File: config.mk
export PLATFORM = sky130hd
export DESIGN_NAME = sar_readout
export DESIGN_NICKNAME = d
export VERILOG_FILES = /design/src/rtl/sar_pkg.sv /design/src/rtl/sar_conv_if.sv /design/src/rtl/sar_decim.sv /design/src/rtl/sar_readout.sv
export SDC_FILE = /design/constraint.sdc
export NUM_CORES = 1
export LEC_CHECK = 0
export BUFFER_PORTS_ARGS = -buffer_cell sky130_fd_sc_hd__buf_2
export CAP_MARGIN = 25
export CORE_MARGIN = 10
export CORE_UTILIZATION = 57
export DETAILED_ROUTE_END_ITERATION = 7
export PLACE_DENSITY = 0.76
export SYNTH_ARGS = -nofsm -noshare
export SYNTH_HDL_FRONTEND = slang
export SYNTH_SLANG_ARGS = --single-unit
export TNS_END_PERCENT = 100
File: constraint.sdc
create_clock -name clk -period 1.6 [get_ports clk]
set_input_delay 0.32 -clock clk [delete_from_list [all_inputs] [get_ports clk]]
set_output_delay 0.32 -clock clk [all_outputs]
set_load 0.01 [all_outputs]
File: src/rtl/sar_pkg.sv
// Shared constants, types and helper functions of the simultaneous converter readout.
package sar_pkg;

  // ----------------------------------------------------------------
  // Clock, word and channel geometry
  // ----------------------------------------------------------------
  localparam int unsigned CLK_PERIOD_NS = 10;
  localparam int unsigned WORD_BITS = 16;
  localparam int unsigned CHANNELS_MAX = 8;
  localparam int unsigned OSR = 64;
  localparam int unsigned ONES_BITS = 7;
  localparam int unsigned PHASE_BITS = 6;
  localparam int unsigned DIV_BITS = 6;

  // ----------------------------------------------------------------
  // Master clock to modulator clock ratios and conversion limits
  // ----------------------------------------------------------------
  localparam logic [5:0] DIV_HS_SEL0 = 6'h04;
  localparam logic [5:0] DIV_HS_SEL1 = 6'h08;
  localparam logic [5:0] DIV_LP_SEL0 = 6'h08;
  localparam logic [5:0] DIV_LP_SEL1 = 6'h28;
  localparam int unsigned CONV_MIN_CLKS = 256;
  localparam int unsigned CONV_MAX_CLKS = 2560;
  // Output rates reached with the fastest permitted master clock.
  localparam int unsigned RATE_HS_SPS = 52734;
  localparam int unsigned RATE_LP_SPS = 10547;

  // ----------------------------------------------------------------
  // Result coding
  // ----------------------------------------------------------------
  localparam logic [15:0] CODE_POS_FULL = 16'h7fff;
  localparam logic [15:0] CODE_NEG_FULL = 16'h8000;
  localparam int unsigned CODE_LSB_SHIFT = 10;

  // Readout sequencer states.
  typedef enum logic [1:0] {RD_IDLE, RD_READY, RD_SHIFT} sar_rd_state_t;

  // Modulator clock divisor for a given speed mode and divide select.
  function automatic logic [5:0] mod_divisor(input logic low_power, input logic div_sel);
    logic [5:0] d;
    d = DIV_HS_SEL0;
    if (low_power && div_sel)
      d = DIV_LP_SEL1;
    else if (low_power)
      d = DIV_LP_SEL0;
    else if (div_sel)
      d = DIV_HS_SEL1;
    return d;
  endfunction

  // Ones density over one decimation window turned into two's complement.
  function automatic logic [15:0] density_code(input logic [6:0] ones);
    logic [15:0] code;
    code = CODE_POS_FULL;
    if (ones < 7'(OSR))
      code = CODE_NEG_FULL + 16'(16'(ones) << CODE_LSB_SHIFT);
    return code;
  endfunction

endpackage

File: src/rtl/sar_conv_if.sv
// Link between the readout control and the decimating filter bank.
`timescale 1ns/1ps
interface sar_conv_if #(parameter int unsigned NCH = 8);
  logic mod_en;
  logic restart;
  logic [NCH-1:0] mod_bits;
  logic done;
  logic [NCH*sar_pkg::WORD_BITS-1:0] words;
  modport dec (input mod_en, input restart, input mod_bits, output done, output words);
  modport ctl (output mod_en, output restart, output mod_bits, input done, input words);
endinterface

File: src/rtl/sar_decim.sv
// Bank of decimating filters, one per channel, sharing one modulator clock enable.
`timescale 1ns/1ps
module sar_decim #(
  parameter int unsigned NCH = 8
) (
  // Clock and reset.
  input wire logic clk,
  input wire logic rstn,
  // Link to the readout control.
  sar_conv_if.dec cv
);

  localparam int unsigned OB = sar_pkg::ONES_BITS;
  localparam int unsigned WB = sar_pkg::WORD_BITS;
  localparam logic [5:0] PH_LAST = 6'(sar_pkg::OSR - 1);

  logic [sar_pkg::PHASE_BITS-1:0] phase_ff;
  logic [NCH*OB-1:0] ones_ff;
  logic [NCH*WB-1:0] words_ff;
  logic done_ff;
  logic [OB-1:0] smp_ff;

  assign cv.done = done_ff;
  assign cv.words = words_ff;

  // Position inside the decimation window; a sync restart realigns all channels.
  always_ff @(posedge clk)
  begin
    if (!rstn || cv.restart)
      phase_ff <= '0;
    else if (cv.mod_en)
      phase_ff <= phase_ff + 6'h01;
  end

  // All channels sample on the same enable, so their results share one instant.
  always_ff @(posedge clk)
  begin
    if (!rstn || cv.restart)
      ones_ff <= '0;
    else if (cv.mod_en)
      for (int c = 0; c < NCH; c++)
        ones_ff[c*OB +: OB] <= (phase_ff == PH_LAST) ? '0 :
                               ones_ff[c*OB +: OB] + 7'(cv.mod_bits[c]);
  end

  // Channel 0 sits in the top word so that the serial chain reads it first.
  always_ff @(posedge clk)
  begin
    if (!rstn)
      words_ff <= '0;
    else if (cv.mod_en && phase_ff == PH_LAST)
      for (int c = 0; c < NCH; c++)
        words_ff[(NCH-1-c)*WB +: WB] <=
          sar_pkg::density_code(ones_ff[c*OB +: OB] + 7'(cv.mod_bits[c]));
  end

  // One result strobe per window of modulator samples.
  always_ff @(posedge clk)
  begin
    if (!rstn || cv.restart)
      done_ff <= 1'b0;
    else
      done_ff <= cv.mod_en && phase_ff == PH_LAST;
  end

  // Helper count of modulator samples between result strobes.
  always_ff @(posedge clk)
  begin
    if (!rstn || cv.restart)
      smp_ff <= '0;
    else if (done_ff)
      smp_ff <= 7'(cv.mod_en);
    else if (cv.mod_en)
      smp_ff <= smp_ff + 7'h01;
  end
endmodule

File: src/rtl/sar_readout.sv
// Top of the simultaneous converter readout: clocking, decimation and serial port.
//
// Function
// - One conversion result per period of 256 to 2560 master clocks.
// - MSB appears when ready falls, or when the frame strobe rises.
// - Each falling serial clock edge advances the output to the next bit.
// - Chain input is captured on the falling serial clock edge.
// - SPI mode: ready returns high after a falling serial clock edge.
// - Four or eight converters sample simultaneously, giving 16-bit results.
// - All configuration comes from pins; there are no registers.
// - Modulators run at 64 times the output rate, decimated to one result.
// - High-speed mode gives 52,734 and low-power mode 10,547 samples per second.
// - Chained serial output for cascading; conversions sync to an external event.
// - Shared strobe pin: frame input in frame mode, ready output in SPI mode.
// - Speed pin low selects high speed, high selects low power.
// - Results are two's complement, full scale 7fff and 8000.
`timescale 1ns/1ps
module sar_readout #(
  parameter int unsigned NCH = 8
) (
  // Clock and reset.
  input wire logic clk,
  input wire logic rstn,
  // Configuration pins.
  input wire logic mode_low_power,
  input wire logic clock_divide_select,
  input wire logic format_frame_sync,
  input wire logic sync_n,
  // Modulator bit streams, one per channel.
  input wire logic [NCH-1:0] mod_bits,
  // Serial port.
  input wire logic sclk,
  input wire logic din,
  input wire logic frame_strobe_i,
  output logic conversion_ready_n_o,
  output logic conversion_ready_n_oe,
  output logic [NCH-1:0] dout
);

  localparam int unsigned WB = sar_pkg::WORD_BITS;
  localparam int unsigned SW = NCH * WB;

  // ----------------------------------------------------------------
  // Declarations
  // ----------------------------------------------------------------
  sar_conv_if #(.NCH(NCH)) cv ();

  logic [sar_pkg::DIV_BITS-1:0] div_cnt_ff;
  logic [sar_pkg::DIV_BITS-1:0] divisor;
  logic mod_en_ff;
  logic fmt_ff;
  logic sclk_ff;
  logic fs_ff;
  logic sclk_fall;
  logic fs_rise;
  logic load;
  logic [SW-1:0] latest_ff;
  logic [SW-1:0] load_words;
  logic [SW-1:0] sh_ff;
  logic [SW-1:0] nxt_sh;
  sar_pkg::sar_rd_state_t rd_state_ff;
  sar_pkg::sar_rd_state_t nxt_rd_state;
  logic ready_n_ff;
  logic oe_ff;
  logic [NCH-1:0] dout_ff;
  logic [sar_pkg::DIV_BITS-1:0] gap_ff;
  logic gap_valid_ff;
  logic [1:0] cfg_ff;

  // ----------------------------------------------------------------
  // Modulator clock and decimation
  // ----------------------------------------------------------------
  // Configuration lives on pins only, so the divisor follows them directly.
  assign divisor = sar_pkg::mod_divisor(mode_low_power, clock_divide_select);

  // A sync pulse restarts the divider so every device lines up on one event.
  always_ff @(posedge clk)
  begin
    if (!rstn || !sync_n)
      div_cnt_ff <= '0;
    else if (div_cnt_ff >= divisor - 6'h01)
      div_cnt_ff <= '0;
    else
      div_cnt_ff <= div_cnt_ff + 6'h01;
  end

  // One-cycle modulator clock enable at the selected ratio.
  always_ff @(posedge clk)
  begin
    if (!rstn || !sync_n)
      mod_en_ff <= 1'b0;
    else
      mod_en_ff <= div_cnt_ff >= divisor - 6'h01;
  end

  assign cv.mod_en = mod_en_ff;
  assign cv.restart = !sync_n;
  assign cv.mod_bits = mod_bits;

  sar_decim #(.NCH(NCH)) u_decim (
    .clk(clk),
    .rstn(rstn),
    .cv(cv)
  );

  // ----------------------------------------------------------------
  // Pin sampling and edge detection
  // ----------------------------------------------------------------
  // Inputs are synchronous, so one register suffices for edge detection.
  always_ff @(posedge clk)
  begin
    if (!rstn)
    begin
      sclk_ff <= 1'b0;
      fs_ff <= 1'b0;
      fmt_ff <= 1'b0;
    end
    else
    begin
      sclk_ff <= sclk;
      fs_ff <= frame_strobe_i;
      fmt_ff <= format_frame_sync;
    end
  end

  assign sclk_fall = sclk_ff && !sclk;
  assign fs_rise = !fs_ff && frame_strobe_i;

  // Newest results are kept for frame mode, where the host picks the moment.
  always_ff @(posedge clk)
  begin
    if (!rstn)
      latest_ff <= '0;
    else if (cv.done)
      latest_ff <= cv.words;
  end

  // ----------------------------------------------------------------
  // Shift chain
  // ----------------------------------------------------------------
  // SPI loads on every new result; frame mode loads on the frame strobe edge.
  assign load = fmt_ff ? fs_rise : cv.done;
  assign load_words = cv.done ? cv.words : latest_ff;

  // All channel words form one chain; chain input enters below the last one.
  always_comb
  begin
    nxt_sh = sh_ff;
    if (load)
      nxt_sh = load_words;
    else if (sclk_fall)
      nxt_sh = {sh_ff[SW-2:0], din};
  end

  always_ff @(posedge clk)
  begin
    if (!rstn)
      sh_ff <= '0;
    else
      sh_ff <= nxt_sh;
  end

  // Each output shows the MSB of its channel word slot.
  always_ff @(posedge clk)
  begin
    if (!rstn)
      dout_ff <= '0;
    else
      for (int k = 0; k < NCH; k++)
        dout_ff[k] <= nxt_sh[(NCH-k)*WB-1];
  end

  assign dout = dout_ff;

  // ----------------------------------------------------------------
  // Conversion ready sequencing
  // ----------------------------------------------------------------
  // A new result always wins over a clock edge in the same cycle, so none is lost.
  always_comb
  begin
    nxt_rd_state = rd_state_ff;
    case (rd_state_ff)
      sar_pkg::RD_IDLE:
        if (!fmt_ff && cv.done)
          nxt_rd_state = sar_pkg::RD_READY;
      sar_pkg::RD_READY:
        if (fmt_ff)
          nxt_rd_state = sar_pkg::RD_IDLE;
        else if (cv.done)
          nxt_rd_state = sar_pkg::RD_READY;
        else if (sclk_fall)
          nxt_rd_state = sar_pkg::RD_SHIFT;
      sar_pkg::RD_SHIFT:
        if (fmt_ff)
          nxt_rd_state = sar_pkg::RD_IDLE;
        else if (cv.done)
          nxt_rd_state = sar_pkg::RD_READY;
      default:
        nxt_rd_state = sar_pkg::RD_IDLE;
    endcase
  end

  always_ff @(posedge clk)
  begin
    if (!rstn)
      rd_state_ff <= sar_pkg::RD_IDLE;
    else
      rd_state_ff <= nxt_rd_state;
  end

  // Ready is low only while a fresh result waits; the pin is driven in SPI mode only.
  always_ff @(posedge clk)
  begin
    if (!rstn)
    begin
      ready_n_ff <= 1'b1;
      oe_ff <= 1'b0;
    end
    else
    begin
      ready_n_ff <= nxt_rd_state != sar_pkg::RD_READY;
      oe_ff <= !format_frame_sync;
    end
  end

  assign conversion_ready_n_o = ready_n_ff;
  assign conversion_ready_n_oe = oe_ff;

  // ----------------------------------------------------------------
  // Checks
  // ----------------------------------------------------------------
  // Helper: cycles between modulator enables while configuration is steady.
  always_ff @(posedge clk)
  begin
    if (!rstn || !sync_n || cfg_ff != {mode_low_power, clock_divide_select})
    begin
      gap_ff <= '0;
      gap_valid_ff <= 1'b0;
    end
    else if (mod_en_ff)
    begin
      gap_ff <= '0;
      gap_valid_ff <= 1'b1;
    end
    else
      gap_ff <= gap_ff + 6'h01;
  end

  always_ff @(posedge clk)
  begin
    if (!rstn)
      cfg_ff <= '0;
    else
      cfg_ff <= {mode_low_power, clock_divide_select};
  end
endmodule

After elaboration in Yosys (flattened, before gate mapping)
Cells that the tools add are included.
Operators by class
  shifts and indexed selects: 0
  reduce and logical (&&, ||, !) cells: 15
  bitwise operators: 0
  equal/unequal tests: 4
  multipliers: 0
  mux-type cells: 30
  $lt $le $gt $ge: 9
  div/mod/pow operators: 0
  add/subtract/negate cells: 19
Operators by type and width (number)
  two-way mux 128 bit: 3
  adder 16 bit, first input constant: 8
  two-way mux 16 bit: 8
  adder 7 x 1 -> 7 bit: 8
  < comparator 7 bit, second input constant: 8
  two-way mux 7 bit: 8
  adder 6 x 1 -> 6 bit, second input constant: 2
  two-way mux 2 bit: 6
  two-way mux 4 bit: 2
  == test 6 bit, second input constant: 1
  >= comparator 6 bit: 1
  logical NOT 1 bit: 6
  two-way mux 6 bit: 1
  one-hot mux 2 bit (3 select lines): 1
  subtractor 6 x 1 -> 6 bit, second input constant: 1
  logical AND 1 bit: 5
  == test 2 x 1 -> 1 bit, second input constant: 1
  == test 2 bit, second input constant: 1
  logical NOT 2 bit: 1
  inequality test 2 x 1 -> 1 bit, second input constant: 1
  nonzero test 2 bit: 1
  OR reduction 2 bit: 1
  logical OR 1 bit: 1
  two-way mux 1 bit: 1
Word-level totals
  word-level logic and storage cells: 93
  flip-flop bits (word level): 469
  memory bits (read-only): 0
  memories: 0
  bits in writable memories: 0
  input port bits: 17
  bits in latches: 0

Logic depth before layout (Yosys ltp)
  word-level depth: 7
  depth in mapped cells: 7

Hierarchy
A second synthesis with hierarchy kept.
Second synthesis, totals
  cells, all modules: 1830
  area total of the unflattened synthesis: 17093.9 sq um
Modules (own cells, without submodules)
  sar_readout: area each 11388.4 sq um, cells an instance 1180, times used 1
  sar_decim: area each 5705.5 sq um, cells an instance 650, times used 1

Worst setup path after synthesis
OpenSTA, ideal clock, no wires.
  kind: input-to-reg
  start: in mod_bits[4]
  end: reg u_decim.words_ff[58], in the netlist u_decim.cv.words[58]
  required time: 1481 ps
  arrival: 1557 ps
  stages: 6
  path buffers: 0
  setup time: 119 ps
  slack: -76 ps
  path through: ha_1 > ha_1 > nand3_1 > o21ai_0 > nand3_4 > o221a_2
Between the ends
  cells in the longest elaborated chain, start to end: 3
Ends and longest elaborated chain
  from (decl): line sar_readout.sv:30  | input wire logic [NCH-1:0] mod_bits,
  adder 7 x 1 -> 7 bit (*): line sar_decim.sv:54  | sar_pkg::density_code(ones_ff[c*OB +: OB] + 7'(cv.mod_bits[c]));
  adder 16 bit / < comparator 7 bit (equally long branches): line sar_pkg.sv:56, sar_pkg.sv:55
  two-way mux 16 bit (*): line sar_pkg.sv:55  | if (ones < 7'(OSR))
  to (signal, indexed assignment): line sar_decim.sv:53  | words_ff[(NCH-1-c)*WB +: WB] <=
  to (decl): line sar_decim.sv:19  | logic [NCH*WB-1:0] words_ff;
Every way passes the cells marked *; elsewhere a longest branch is shown, timed or not.
A chain may end at the register's enable or synchronous reset.

Worst setup path after layout
  start: reg u_decim.ones_ff[42]
  end: reg u_decim.words_ff[31], in the netlist u_decim.cv.words[31]
Between the ends
  cells in the longest elaborated chain, start to end: 3
Ends and longest elaborated chain
  from (decl): line sar_decim.sv:18  | logic [NCH*OB-1:0] ones_ff;
  from (signal, indexed assignment): line sar_decim.sv:42  | ones_ff[c*OB +: OB] <= (phase_ff == PH_LAST) ? '0 :
  adder 7 x 1 -> 7 bit (*): line sar_decim.sv:54
  adder 16 bit / < comparator 7 bit (equally long branches): line sar_pkg.sv:56, sar_pkg.sv:55
  two-way mux 16 bit (*): line sar_pkg.sv:55
Marks and branches as above.

==> results.json <==
{
  "grt_pass1_wl_microns": 56400,
  "critical_path.cell_chain": "ha_4, buf_4, and3_1, and3_4, or3_1, a31oi_1",
  "number_of_global_route_vias_before_repair": 11600,
  "placement_rows": 62,
  "finalHoldViolations": 0,
  "synthesized_nets": 1792,
  "die-width_microns": 190,
  "ant_nets": 0,
  "critPathLaunchType": "register",
  "synth.yosys.seq_area_share_pct": 47.4,
  "gpl.final_weighted_congestion": 0.824,
  "synth_ff_type": "sky130_fd_sc_hd__dfxtp_1",
  "netlist_instances": 1754,
  "clock_tree.buffer_depth": 3,
  "critical_path.startpoint": "u_decim.ones_ff[42]",
  "detailedRoute.firstIterationViolations": 705,
  "yosys.cell_types.count": 52,
  "post-route-drc-count": 0,
  "final.setup.worst_slack_ns": 0.0677,
  "track_usage_pct": 18.1,
  "die_h_microns": 190,
  "static_leakage_power_nw": 8.88,
  "nets": 1839,
  "gr-total-overflow": 0,
  "timing.rr.start": "u_decim.ones_ff[42]",
  "crit_required_ns": 2.04,
  "asyncSetResetFlopFracSynth_pct": 0,
  "timing_worst_slew_pin_value_ns": 0.523,
  "die_ar_sq_um": 36000,
  "drt-pass1-iter-count": 4,
  "relSlewSlack_pct": 65.2,
  "numPortBuffers": 26,
  "achievable_frequency_mhz": 653,
  "num_io_pins": 27,
  "critical_path.top_delay_family": "simple AND/OR/NAND/NOR gates",
  "worstSetupPathType": "register to register",
  "area_occupied_by_multi_input_gates_sq_um": 8280,
  "effective_utilization_at_floorplan_pct": 57.5,
  "layout.cells.most_common": "sky130_fd_sc_hd__dfxtp_1",
  "dp_hpwl_microns": 20900,
  "vdd_drop_max_mv": 0.660,
  "cts_tree": "built",
  "filler_cell_count": 2198,
  "critPathArrivalTime_ns": 1.97,
  "cts.sink_count": 389,
  "grt_start_max_net_pins": 71,
  "yosys_warnings": 0,
  "result_of_the_run": "finished, final reports clean",
  "worstHoldStart": "frame_strobe_i",
  "final_core_utilization_pct": 67.7,
  "critPathMaxFanout": 2,
  "cp_num_buf_inv": 1,
  "cts_made_buffers": 40,
  "avgRoutedWirePerCell_microns": 15.5,
  "pwr_density_cell_nw_per_um2": 1050,
  "detailroute.via_count": 12300,
  "final_layout_size_suffix_gt1_share_pct": 16.5,
  "most-common-layout-cells": "sky130_fd_sc_hd__dfxtp_1, sky130_fd_sc_hd__nand2_1, sky130_fd_sc_hd__mux2i_1, sky130_fd_sc_hd__and3_1, sky130_fd_sc_hd__nor2b_1",
  "setup_violations": 0,
  "cts_htree_levels": 2,
  "timing.final.max_slew_violations": 0,
  "clk-insertion-delay-late_ns": 0.52,
  "final.setup_skew_ns": 0.00915,
  "timing.critical_path.slowest_cell_delay_ns": 0.34,
  "via_per_inst": 5.53,
  "setup.worst_path.end_class": "register",
  "hp-class": "input pin to register",
  "design.core.area_sq_um": 28500,
  "crit_slowest_cell": "sky130_fd_sc_hd__dfxtp_2",
  "clock_transition_at_the_register_clock_pins_on_the_worst_setup_and_hold_paths_after_cts_ns": 0.06,
  "synth.avg_cell_area_sq_um": 9.36,
  "drv_cap": 0,
  "antenna_violations_before_repair": 0,
  "synth-edff-count": 0,
  "yosys_register_bits": 389,
  "mappedNetlistArea_sq_um": 16400,
  "area_growth_pct": 17.7,
  "placed_area_sq_um": 17500,
  "fin_crit_ns": 1.53,
  "sequential_cell_area_sq_um": 7800,
  "preCtsSetupSlack_ns": -0.187,
  "n_antenna_cell": 0,
  "post-route-cell-area_sq_um": 19300,
  "clock_tree.root_cell": "sky130_fd_sc_hd__clkbuf_16",
  "drt_wl_total_microns": 34400,
  "finalCritPeriodShare_pct": 95.8
}
-- metrics by stage --
stage | power [mW] | TNS [ns] | hold WS [ns] | instances
after floorplan | 10.8 | 0 | 0.392 | 1754
after global placement | 11.0 | -2.89 | 0.431 | 2125
after detailed placement | 11.1 | -5.17 | 0.442 | 2125
after CTS | 20.5 | 0 | 0.0207 | 2205
after global routing | 21.0 | -0.00462 | 0.0199 | 2215
final | 20.4 | 0 | 0.0302 | 2215
-- cell families (layout without fill, tap and decap cells) --
kind of cell    after synthesis  after routing  synth area share (%)
compound gates              250            250                  10.2
xor+xnor                     47             47                  2.51
other cells                   1              1                0.0228
buf+inv                     145            221                  4.25
simple gates                722            723                  23.1
mux                         179            179                  10.9
fa+ha+maj                    21             21                  1.60
flops                       389            389                  47.4
-- repair_timing --
| item | 4_1_cts | 5_1_grt |
|---|---|---|
| pin swaps | 8 | 19 |
| gates resized for setup | 25 | 41 |
| gates cloned | 0 | 2 |
| hold buffers | 1 | 0 |
| hold endpoints to repair | 1 | 0 |
| endpoints found under the setup margin | 42 | 141 |
| setup buffers | 7 | 8 |
-- final timing paths --
path,to,slack [ns],depth (start not counted)
setup reg to reg,u_decim.cv.words[31],0.07,6
setup / recovery,u_decim.cv.words[31],0.07,6
hold reg to reg,div_cnt_ff[0],0.46,1
hold / removal,fs_ff,0.03,2
-- layer usage --
| layer | track usage [%] | vias up | routed length (microns) |
|---|---|---|---|
| met2 | 30.1 | 162 | 16100 |
| li1 | - | 6182 | - |
| met5 | 0 | - | 0 |
| met3 | 2.62 | 58 | 988 |
| met1 | 24.3 | 5851 | 16500 |
| met4 | 4.61 | 0 | 767 |
-- where the power goes --
part,switching (mW),internal [mW]
sequential,0.0992,9.85
combinational,0.484,0.454
clock,3.69,5.80
-- cell type report --
| class | count | share of cell area, % |
|---|---|---|
| Sequential cell | 389 | 40.4 |
| Timing Repair Buffer | 144 | 7.13 |
| Tap cell | 384 | 2.49 |
| Multi-Input combinational cell | 1221 | 42.9 |
| Clock buffer | 63 | 6.42 |
| Clock inverter | 9 | 0.621 |
| Inverter | 5 | 0.110 |
-- cells in the mapped netlist, types with 7 or more instances --
| master | instances | area share (%) |
|---|---|---|
| sky130_fd_sc_hd__a31oi_1 | 19 | 0.72 |
| sky130_fd_sc_hd__and2_1 | 13 | 0.50 |
| sky130_fd_sc_hd__nor3_1 | 16 | 0.49 |
| sky130_fd_sc_hd__nand4_1 | 11 | 0.42 |
| sky130_fd_sc_hd__and3_1 | 152 | 5.8 |
| sky130_fd_sc_hd__a32o_1 | 19 | 1.2 |
| sky130_fd_sc_hd__buf_2 | 52 | 1.6 |
| sky130_fd_sc_hd__nor2b_1 | 129 | 4.9 |
| sky130_fd_sc_hd__o221a_1 | 10 | 0.69 |
| sky130_fd_sc_hd__o221a_2 | 25 | 1.7 |
| sky130_fd_sc_hd__nand3_1 | 43 | 1.3 |
| sky130_fd_sc_hd__buf_4 | 12 | 0.55 |
| sky130_fd_sc_hd__xnor2_1 | 23 | 1.2 |
| sky130_fd_sc_hd__o21ai_1 | 9 | 0.27 |
| sky130_fd_sc_hd__nand2_1 | 273 | 6.2 |
| sky130_fd_sc_hd__ha_1 | 21 | 1.6 |
| sky130_fd_sc_hd__xor2_1 | 24 | 1.3 |
| sky130_fd_sc_hd__nor3b_1 | 8 | 0.37 |
| sky130_fd_sc_hd__mux2i_1 | 179 | 11 |
| sky130_fd_sc_hd__nand2b_1 | 29 | 1.1 |
| sky130_fd_sc_hd__or3_1 | 15 | 0.57 |
| sky130_fd_sc_hd__o211a_1 | 7 | 0.43 |
| sky130_fd_sc_hd__a21oi_1 | 115 | 3.5 |
| sky130_fd_sc_hd__o21ai_0 | 31 | 0.94 |
| sky130_fd_sc_hd__clkbuf_1 | 67 | 1.5 |
| sky130_fd_sc_hd__dfxtp_1 | 389 | 47 |
| sky130_fd_sc_hd__nor2_1 | 24 | 0.55 |
-- sequential cells by signal, summed over array words and instances (netlist names) --
register,count
latest_ff,128
sh_ff,127
u_decim.cv.words,56
u_decim.ones_ff,56
div_cnt_ff,6
u_decim.phase_ff,6
rd_state_ff,2
conversion_ready_n_o,1
conversion_ready_n_oe,1
cv.mod_en,1
dout,1
fmt_ff,1
fs_ff,1
sclk_ff,1
u_decim.cv.done,1
(Power assumes the default switching activity.)
